<file path="src/hw/ssq_pkg.sv">
// Shared constants, types and helpers for the sampling sequencer.
// Assumes a single 100 MHz system clock and synchronous pin inputs.
package ssq_pkg;

    // ********************************************************
    // Clock and conversion timing
    // ********************************************************
    localparam int CLK_PERIOD_NS = 10;
    localparam int CONV_TIME_NS  = 3000;
    // Least time per channel, rounded up to whole cycles
    localparam int CONV_CYC      = (CONV_TIME_NS + CLK_PERIOD_NS - 1)
                                   / CLK_PERIOD_NS;

    // ********************************************************
    // Widths, slots and mode word layout
    // ********************************************************
    localparam int RESULT_W      = 14;
    localparam int SLOTS         = 4;
    localparam int SLOT_W        = 2;
    localparam int MODE_W        = 4;
    localparam int MODE_PD_BIT   = 3;
    localparam int MODE_BANK_BIT = 2;
    localparam logic [MODE_W-1:0] MODE_RESET = 4'h0;
    localparam logic [SLOT_W-1:0] FIRST_SLOT = 2'h0;
    localparam logic [SLOTS-1:0]  HOLD_ALL   = 4'hF;
    localparam logic [SLOTS-1:0]  HOLD_NONE  = 4'h0;

    // Mode word as written over the low bus lines
    typedef struct packed {
        logic              pwr_down;
        logic              bank_b;
        logic [SLOT_W-1:0] count_m1;
    } ssq_mode_s;

    // Sequencer states
    typedef enum logic [1:0] {
        ST_IDLE = 2'b00,
        ST_CONV = 2'b01
    } ssq_state_e;

    // Rising edge between a registered and a current level
    function automatic logic ssq_rise(input logic prev, input logic cur);
        return !prev && cur;
    endfunction

    // Falling edge between a registered and a current level
    function automatic logic ssq_fall(input logic prev, input logic cur);
        return prev && !cur;
    endfunction

endpackage

</file>
<file path="src/hw/ssq_result_mem.sv">
// Four-slot result memory with a registered read port.
// Assumes one writer and one reader on the same clock.
`timescale 1ns/1ns
module ssq_result_mem import ssq_pkg::*; #(
    parameter int WIDTH = RESULT_W,
    parameter int DEPTH = SLOTS,
    parameter int AW    = SLOT_W
) (
    input  wire logic             sys_clk,
    input  wire logic             wr_en,
    input  wire logic [AW-1:0]    wr_addr,
    input  wire logic [WIDTH-1:0] wr_data,
    input  wire logic [AW-1:0]    rd_addr,
    output logic      [WIDTH-1:0] rd_data
);

    // ********************************************************
    // Storage
    // ********************************************************
    logic [WIDTH-1:0] mem_r [DEPTH];

    // Write port and registered read port; contents undefined at power-up
    always_ff @(posedge sys_clk) begin
        if (wr_en) begin
            mem_r[wr_addr] <= wr_data;
        end
        rd_data <= mem_r[rd_addr];
    end

endmodule

</file>
<file path="src/hw/ssq_chan_timer.sv">
// Per-channel conversion timer: pulses once per conversion slot.
// Assumes run stays high for the whole conversion sequence.
`timescale 1ns/1ns
module ssq_chan_timer import ssq_pkg::*; #(
    parameter int CYCLES = CONV_CYC
) (
    input  wire logic sys_clk,
    input  wire logic rst,
    input  wire logic run,
    output logic      tick
);

    // ********************************************************
    // Cycle counter
    // ********************************************************
    localparam int CW = $clog2(CYCLES + 1);
    localparam logic [CW-1:0] LAST = CW'(CYCLES - 1);

    logic [CW-1:0] count_r;
    logic [CW-1:0] count_nxt;

    // End of slot and next count
    assign tick      = run && (count_r == LAST);
    assign count_nxt = (!run || tick) ? '0 : count_r + CW'(1);

    // Counter register
    always_ff @(posedge sys_clk) begin
        if (rst) begin
            count_r <= '0;
        end else begin
            count_r <= count_nxt;
        end
    end

endmodule

</file>
<file path="src/hw/ssq_sequencer.sv">
// Sampling sequencer top: mode word, track/hold control, conversion
// sequencing, result memory and sequential read-out over a shared bus.
// Assumes all pins are synchronous to sys_clk; the analog converter
// presents adc_result for conv_chan by the end of each slot.
`timescale 1ns/1ns

// Functional notes
// - Trigger rise holds all stages, starts sequence
// - Triggers ignored while a sequence runs
// - Each channel takes 3 us, result stored
// - End lowers done flag, stages track again
// - Reads fixed order from first slot, wrap
// - Chip select high ignores strobes, bus off
// - Reset mode is bank A, one channel
// - Mode captured on write or select rise
// - Last written mode used for all triggers
// - Bit2 bank, bits1:0 channel count minus one
// - Bit3 set selects power-down
// - Done falls only after last programmed channel
// - First read fall drives data, raises done
// - Read rise advances result pointer
// - Pointer wraps after n read pulses
// - Select may stay low across many reads
// - Mode lines share low bus, driven on reads
// - Bit3 clear write wakes from power-down
// - Results twos complement, MSB on top line
module ssq_sequencer import ssq_pkg::*; #(
    parameter int CONV_CYCLES = CONV_CYC
) (
    input  wire logic                sys_clk,
    input  wire logic                rst,
    input  wire logic                sample_trigger_n,
    input  wire logic                cs_n,
    input  wire logic                wr_n,
    input  wire logic                rd_n,
    input  wire logic [RESULT_W-1:0] result_bus_in,
    output logic      [RESULT_W-1:0] result_bus_out,
    output logic                     result_bus_oe,
    output logic                     done_n,
    output logic      [SLOTS-1:0]    hold_ctrl,
    output logic                     bank_b_sel,
    output logic                     power_down,
    output logic                     conv_busy,
    output logic      [SLOT_W-1:0]   conv_chan,
    input  wire logic [RESULT_W-1:0] adc_result
);

    // ********************************************************
    // Pin history
    // ********************************************************
    logic              trig_prev_r;
    logic              cs_prev_r;
    logic              wr_prev_r;
    logic              rd_prev_r;
    logic [MODE_W-1:0] bus_lo_prev_r;

    // Previous levels for edge detection
    always_ff @(posedge sys_clk) begin
        if (rst) begin
            trig_prev_r   <= 1'b1;
            cs_prev_r     <= 1'b1;
            wr_prev_r     <= 1'b1;
            rd_prev_r     <= 1'b1;
            bus_lo_prev_r <= MODE_RESET;
        end else begin
            trig_prev_r   <= sample_trigger_n;
            cs_prev_r     <= cs_n;
            wr_prev_r     <= wr_n;
            rd_prev_r     <= rd_n;
            bus_lo_prev_r <= result_bus_in[MODE_W-1:0];
        end
    end

    // ********************************************************
    // Strobe decode
    // ********************************************************
    logic trig_rise;
    logic wr_cap;
    logic rd_fall;
    logic rd_rise;
    logic pd_write;

    // Edges; strobes only count while selected
    assign trig_rise = ssq_rise(trig_prev_r, sample_trigger_n);
    assign wr_cap    = !wr_prev_r && !cs_prev_r && (wr_n || cs_n);
    assign rd_fall   = !cs_n && ssq_fall(rd_prev_r, rd_n);
    assign rd_rise   = !cs_n && ssq_rise(rd_prev_r, rd_n);
    assign pd_write  = wr_cap && bus_lo_prev_r[MODE_PD_BIT];

    // ********************************************************
    // Mode word
    // ********************************************************
    ssq_mode_s mode_r;
    ssq_mode_s mode_nxt;

    // New word replaces the old only on a capture edge
    assign mode_nxt = wr_cap ? ssq_mode_s'(bus_lo_prev_r) : mode_r;

    // Mode register; wake-up is any captured word with bit 3 clear
    always_ff @(posedge sys_clk) begin
        if (rst) begin
            mode_r <= ssq_mode_s'(MODE_RESET);
        end else begin
            mode_r <= mode_nxt;
        end
    end

    // ********************************************************
    // Sequencer decode
    // ********************************************************
    ssq_state_e        state_r;
    ssq_state_e        state_nxt;
    logic [SLOT_W-1:0] chan_r;
    logic [SLOT_W-1:0] chan_nxt;
    logic [SLOT_W-1:0] seq_cnt_r;
    logic [SLOT_W-1:0] seq_cnt_nxt;
    logic [SLOT_W-1:0] ptr_r;
    logic [SLOT_W-1:0] ptr_nxt;
    logic [SLOTS-1:0]  hold_r;
    logic [SLOTS-1:0]  hold_nxt;
    logic              done_n_r;
    logic              done_n_nxt;
    logic              bank_r;
    logic              bank_nxt;
    logic              in_conv;
    logic              chan_tick;
    logic              last_chan;
    logic              start_seq;
    logic              end_seq;
    logic              abort_seq;
    logic              mem_wr;
    logic [RESULT_W-1:0] mem_q;

    // Sequence start, slot end, last slot and abort
    assign in_conv   = (state_r == ST_CONV);
    assign start_seq = trig_rise && !in_conv && !mode_r.pwr_down;
    assign last_chan = (chan_r == seq_cnt_r);
    assign end_seq   = in_conv && chan_tick && last_chan && !pd_write;
    assign abort_seq = in_conv && pd_write;
    assign mem_wr    = in_conv && chan_tick && !pd_write;

    // Next state and slot; channel count fixed for the whole sample
    assign state_nxt   = start_seq ? ST_CONV :
                         (end_seq || abort_seq) ? ST_IDLE : state_r;
    assign seq_cnt_nxt = start_seq ? mode_r.count_m1 : seq_cnt_r;
    assign chan_nxt    = start_seq ? FIRST_SLOT :
                         (mem_wr && !last_chan) ? chan_r + SLOT_W'(1)
                                                : chan_r;

    // Track/hold control: hold on start, track at end or abort
    assign hold_nxt = start_seq ? HOLD_ALL :
                      (end_seq || abort_seq) ? HOLD_NONE : hold_r;

    // Done flag: set wins, so an end beats a clearing read
    assign done_n_nxt = end_seq ? 1'b0 :
                        (rd_fall || start_seq) ? 1'b1 : done_n_r;

    // Read pointer: first slot on start, advance and wrap on read rise
    assign ptr_nxt = start_seq ? FIRST_SLOT :
                     !rd_rise ? ptr_r :
                     (ptr_r == seq_cnt_r) ? FIRST_SLOT
                                          : ptr_r + SLOT_W'(1);

    // Bank follows mode between samples, frozen during a sequence
    assign bank_nxt = (state_nxt == ST_IDLE) ? mode_nxt.bank_b : bank_r;

    // ********************************************************
    // Sequencer registers
    // ********************************************************
    always_ff @(posedge sys_clk) begin
        if (rst) begin
            state_r   <= ST_IDLE;
            chan_r    <= FIRST_SLOT;
            seq_cnt_r <= MODE_RESET[SLOT_W-1:0];
            ptr_r     <= FIRST_SLOT;
            hold_r    <= HOLD_NONE;
            done_n_r  <= 1'b1;
            bank_r    <= 1'b0;
        end else begin
            state_r   <= state_nxt;
            chan_r    <= chan_nxt;
            seq_cnt_r <= seq_cnt_nxt;
            ptr_r     <= ptr_nxt;
            hold_r    <= hold_nxt;
            done_n_r  <= done_n_nxt;
            bank_r    <= bank_nxt;
        end
    end

    // ********************************************************
    // Slot timer and result memory
    // ********************************************************
    // Slot length in cycles derived from the clock rate
    ssq_chan_timer #(
        .CYCLES (CONV_CYCLES)
    ) u_timer (
        .sys_clk (sys_clk),
        .rst     (rst),
        .run     (in_conv),
        .tick    (chan_tick)
    );

    // One slot per channel, read in pointer order
    ssq_result_mem #(
        .WIDTH (RESULT_W),
        .DEPTH (SLOTS),
        .AW    (SLOT_W)
    ) u_mem (
        .sys_clk (sys_clk),
        .wr_en   (mem_wr),
        .wr_addr (chan_r),
        .wr_data (adc_result),
        .rd_addr (ptr_r),
        .rd_data (mem_q)
    );

    // ********************************************************
    // Bus and status outputs
    // ********************************************************
    logic [RESULT_W-1:0] bus_out_r;
    logic                bus_oe_r;
    logic                pwr_down_r;
    logic                busy_r;

    // Drive only while selected and reading; memory word passes unchanged
    always_ff @(posedge sys_clk) begin
        if (rst) begin
            bus_out_r  <= '0;
            bus_oe_r   <= 1'b0;
            pwr_down_r <= 1'b0;
            busy_r     <= 1'b0;
        end else begin
            bus_out_r  <= mem_q;
            bus_oe_r   <= !cs_n && !rd_n;
            pwr_down_r <= mode_nxt.pwr_down;
            busy_r     <= (state_nxt == ST_CONV);
        end
    end

    assign result_bus_out = bus_out_r;
    assign result_bus_oe  = bus_oe_r;
    assign done_n         = done_n_r;
    assign hold_ctrl      = hold_r;
    assign bank_b_sel     = bank_r;
    assign power_down     = pwr_down_r;
    assign conv_busy      = busy_r;
    assign conv_chan      = chan_r;

    // ********************************************************
    // Assertions
    // ********************************************************
    logic [11:0] seq_cyc_r;

    // Cycles spent converting in the current sequence
    always_ff @(posedge sys_clk) begin
        if (rst || start_seq) begin
            seq_cyc_r <= 12'h000;
        end else if (in_conv) begin
            seq_cyc_r <= seq_cyc_r + 12'h001;
        end
    end
endmodule

</file>
<file path="config.mk">
export PLATFORM = sky130hd
export DESIGN_NAME = ssq_sequencer
export DESIGN_NICKNAME = d
export VERILOG_FILES = /design/src/hw/ssq_pkg.sv /design/src/hw/ssq_result_mem.sv /design/src/hw/ssq_chan_timer.sv /design/src/hw/ssq_sequencer.sv
export SDC_FILE = /design/constraint.sdc
export NUM_CORES = 1
export LEC_CHECK = 0
export BUFFER_PORTS_ARGS = -buffer_cell sky130_fd_sc_hd__buf_2
export CAP_MARGIN = 15
export CELL_PAD_IN_SITES_DETAIL_PLACEMENT = 2
export CELL_PAD_IN_SITES_GLOBAL_PLACEMENT = 2
export CORE_UTILIZATION = 30
export DETAILED_ROUTE_END_ITERATION = 16
export GPL_TIMING_DRIVEN = 0
export PLACE_DENSITY_LB_ADDON = 0.08
export SYNTH_ARGS = -nofsm -noshare
export SYNTH_HDL_FRONTEND = slang
export SYNTH_SLANG_ARGS = --single-unit
export TNS_END_PERCENT = 20
</file>
<file path="constraint.sdc">
create_clock -name sys_clk -period 2.8 [get_ports sys_clk]
set_input_delay 0.28 -clock sys_clk [delete_from_list [all_inputs] [get_ports sys_clk]]
set_output_delay 0.28 -clock sys_clk [all_outputs]
set_load 0.01 [all_outputs]
</file>
Word level (Yosys, flattened, before mapping) --
Memory sizes are Yosys's and may differ from the RTL's. A register that Yosys moved wholly into a read port is not among the register bits. Index checks and enable logic that the tools add are counted.
Storage, ports and cells: flip-flop bits (word level) 51, bits in latches 0, RAM bits 56, bits in read-only memories 0, input port bits 34, output and inout port bits 25, memories kept 1
Memories:
- u_mem.mem_r | words 4, bits a word 14, rd ports 1, clocked after Yosys merged registers in 1, write ports 1, RTL line ssq_result_mem.sv:20 | logic [WIDTH-1:0] mem_r [DEPTH];
Operators by class: add/sub/neg operators 3, multipliers 0, divide/modulo/power cells 0, order comparisons 0, eq/ne operators 5, shifts and indexed selects 0, multiplexer cells 10, bitwise gates (word level) 0, reduce and logical (&&, ||, !) cells 37
Operator list (number):
- logical AND 1 bit | 18
- two-way mux 4 bit | 3
- zero test 1 bit | 10
- adder 9 x 1 -> 9 bit, second input constant | 1
- == test 9 bit, second input constant | 1
- two-way mux 2 bit | 3
- adder 2 x 1 -> 2 bit, second input constant | 2
- == test 2 x 1 -> 1 bit, second input constant | 2
- == test 2 bit | 2
- logical OR 1 bit | 4
- two-way mux 1 bit | 4
- nonzero test 2 bit | 2
- OR reduction 2 bit | 2
- zero test 2 bit | 1

Longest topological paths before layout --
word-level depth 10, depth in mapped cells 6, depth with buffers taken out 5

Cells and area by module --
Synthesis repeated with hierarchy kept, for this count alone.
Second synthesis, totals: cells, all modules 274, area, all modules 4182.8 um2
Modules (own cells, without submodules):
- ssq_result_mem | times used 1, cells an instance 91, area each 2359.8 um2, sequential area each 1961.9 um2
- ssq_sequencer | times used 1, cells an instance 137, area each 1398.8 um2, sequential area each 780.7 um2
- ssq_chan_timer | times used 1, cells an instance 46, area each 424.2 um2, sequential area each 180.2 um2

Worst setup path before layout --
No wires, ideal clock.
path kind reg2reg, start register u_timer.count_r[0], end memory u_mem.mem_r[0][0] in the netlist's numbering (enable), setup time 366 ps, arrival 1450 ps, required time 2434 ps, path slack 984 ps, cell stages (with the launch flop) 5, period minus slack after synthesis 1816 ps, path through dfxtp_1 > ha_1 > nand4bb_2 > nor2_2 > and3_1
Between the ends: cells in the longest elaborated chain, start to end 6
Ends and longest elaborated chain:
- from (decl) | RTL line ssq_chan_timer.sv:19 | logic [CW-1:0] count_r;
- from (signal assigned) | RTL line ssq_chan_timer.sv:31 | count_r <= count_nxt;
- == test 9 bit | RTL line ssq_chan_timer.sv:23 | assign tick = run && (count_r == LAST);
- logical AND 1 bit | RTL line ssq_chan_timer.sv:23
- logical AND 1 bit (2 in a row) | RTL line ssq_sequencer.sv:140 | assign mem_wr = in_conv && chan_tick && !pd_write;
- two-way mux 1 bit | RTL line ssq_result_mem.sv:24 | if (wr_en) begin
- two-way mux 1 bit (not written as such) | RTL line ssq_result_mem.sv:25 | mem_r[wr_addr] <= wr_data;
- to (decl) | RTL line ssq_result_mem.sv:20
Every way passes these cells.

Final worst setup path --
start register u_timer.count_r[0], end memory u_mem.mem_r[3][10] in the netlist's numbering (enable)
Same word-level chain as after synthesis.

==> flow_metrics.py <==
metrics = {
    "critical_path": {
        "cp.required_ns": 2.84,
        "max_stage_delay_ns": 0.78,
        "crit_chain": "ha_1 > nand4bb_2 > nor2_2 > and3_1",
        "crit_path_start_kind": "register",
        "crit_slowest_cell": "and3_1",
        "cp_max_fo": 14,
        "crit_buf_inv": 0,
        "critPathTopFamily": "simple AND/OR/NAND/NOR gates",
        "worstSetupEndpointType": "register",
        "path_class": "register to register",
        "arrival_ns": 2.41,
    },
    "floorplan": {
        "io_pins": 59,
        "dieWidth_um": 120,
        "rows": 42,
        "die_area_um2": 14400,
        "die_h_um": 120,
        "coreArea_um2": 13400,
        "start_util": 0.312,
    },
    "grt": {
        "track_usage": 0.143,
        "grt-ovfl-total": 0,
        "grt_max_degree": 17,
        "grt_antenna_before_repair": 0,
        "grt_pass1_vias": 2557,
        "grt_pass1_wl_um": 14500,
    },
    "routing": {
        "highest_layer": "met4",
        "wirelength_um": 9220,
        "wl_met3_um": 341,
        "dr_wl_met2_um": 4400,
        "avgViaCountPerCell": 4.50,
        "ant_nets": 0,
        "drtIter0Drc": 62,
        "wl_met1_um": 4260,
        "dr_total_vias": 2386,
        "drtPass1Iterations": 4,
        "drc_errors": 0,
        "wl_per_cell_um": 17.4,
    },
    "timing": {
        "relSlewSlack": 0.426,
        "slew_violations": 0,
        "rsz0062_at_grt": "no",
        "finalSetupTns_ns": 0,
        "final-hold-violation-count": 0,
        "fin_crit_ns": 2.37,
        "fin_worst_skew_ns": 0.00532,
        "setup_viol": 0,
        "fin_crit_sh": 0.847,
        "fmax_ghz": 0.421,
        "worst_slew_pin_slew_ns": 0.861,
    },
    "yosys": {
        "synth-seq-area-share": 0.699,
        "synthesis.area_um2": 4180,
        "synth-edff-count": 56,
        "yosys.area.top_type": "edfxtp_1",
        "yosys-top-cells-count": "dfxtp_1, edfxtp_1, nor2_1",
        "synth_nets": 314,
        "synth_seq_cells": 118,
        "async_flop_share": 0,
        "avgSynthCellArea_um2": 15.2,
        "synth_top_area_share": 0.402,
        "yosysMostFrequentCell": "dfxtp_1",
        "yosys-top-cells-area": "edfxtp_1, dfxtp_1, mux4_2",
        "synthCells": 275,
        "ys_types": 41,
        "synth_ff_type": "dfxtp_1",
        "yosysWarnings": 0,
    },
    "clock_tree": {
        "root_buffer": "clkbuf_16",
        "cts_tree": "yes",
        "cts_resized": 0,
        "clk_latency_ns": 0.41,
        "clockBufferDepth": 2,
        "postCtsHoldBufs": 0,
        "cts_buffers": 17,
        "clk_pin_slew_ns": 0.05,
        "h-tree-depth": 4,
        "cts_sinks": 118,
        "post_cts_buffers": 0,
    },
    "place": {
        "routabilityCongestion": 0.672,
        "placed_area_um2": 4640,
        "dp_hpwl_um": 5760,
        "numPortBuffers": 47,
    },
    "power_and_ir_drop": {
        "power_uw": 4130,
        "leakagePower_uw": 0.00194,
        "p_per_area_nw_per_um2": 788,
        "ir_worst_vdd_mv": 0.458,
    },
    "job": {
        "max_cap_violations": 0,
    },
    "final_layout": {
        "area_growth_pct": 25.3,
        "postLayoutCellArea_um2": 5240,
        "nets": 380,
        "drive_gt1_frac": 0.319,
        "diodes": 0,
    },
    "run_status": {
        "status": "finished, final reports clean",
    },
    "hold_path": {
        "hp-class": "primary input to register",
    },
}
## flip-flops by register name (all words and copies together), names as in the netlist, 2 cells and up
register         count
state_r              2
u_timer.count_r      9
ptr_r                2
seq_cnt_r            2
conv_chan            2
u_mem.mem_r         56
bus_lo_prev_r        4
mode_r               3
u_mem.rd_data       14
result_bus_out      14
## layer usage
layer	global-route usage	vias to the layer above
met5	0	-
met4	0.0820	0
met3	0.0461	22
met2	0.212	40
met1	0.182	1194
li1	-	1130
## metrics by stage
| stage | worst slack (ns) | instances | utilization | hold slack, ns |
|---|---|---|---|---|
| 3_5_place_dp | 0.344 | 498 | 0.346 | 0.427 |
| 5_1_grt | 0.254 | 530 | 0.391 | 0.0697 |
| 3_3_place_gp | 0.357 | 498 | 0.346 | 0.416 |
| 6_report | 0.428 | 530 | 0.391 | 0.0762 |
| 4_1_cts | 0.333 | 530 | 0.391 | 0.0554 |
| 2_1_floorplan | 0.984 | 275 | - | 0.352 |
## final timing paths
kind,to,startpoint,slack (ns),cells after the start
worst max register to register,u_mem.mem_r[3][10],u_timer.count_r[0],0.43,4
worst max-delay path,u_mem.mem_r[3][10],u_timer.count_r[0],0.43,4
worst min-delay path,bus_lo_prev_r[1],result_bus_in[1],0.08,2
worst min register to register,result_bus_out[9],u_mem.rd_data[9],0.43,1
## where the power goes
part / switching [uW] / internal (uW)
clock network: 745 / 1460
logic: 54.0 / 38.7
registers: 7.53 / 1820
## cells in the final DEF, fill, tap and decap left out, types with 3 or more instances in the layout
master,netlist,final
a31oi_1,3,3
clkinv_2,0,3
nand4_1,5,5
buf_2,3,50
inv_1,6,6
xnor2_1,3,3
clkbuf_8,0,3
xor2_1,7,7
nor2b_1,19,19
bufinv_16,0,3
nor2_1,24,24
clkbuf_1,5,8
or2_2,4,4
nand2_1,3,3
mux4_2,14,14
ha_1,5,5
nand2b_1,3,3
and3_1,6,6
edfxtp_1,56,56
clkbuf_16,0,17
dfxtp_1,62,62
a21oi_1,6,6
mux2i_1,6,6
nand3_1,3,3
buf_4,5,5
o21ai_0,5,5
## area by class of cell
cell class | count | area, um^2
fillers | 1359 | 8160
flip-flops and latches | 118 | 2920
multi-input cells | 137 | 1150
clock buffers | 23 | 478
repair buffers | 47 | 235
well taps | 176 | 220
clock inverters | 9 | 125
plain buffers | 14 | 82.6
inverters | 6 | 22.5
## cells by family (layout without fill, tap and decap cells)
logic type                 Yosys count  in the layout  share of synthesized area
buffers and inverters               20             99                     0.0251
and+or+nand+nor                     80             80                      0.113
muxes                               21             21                     0.0925
AOI/OAI and AO/OA                   21             21                     0.0347
xor gates and xnor gates            10             10                     0.0209
DFF                                118            118                      0.699
adders and majority gates            5              5                     0.0150
Power figures use the tool's default switching activity.
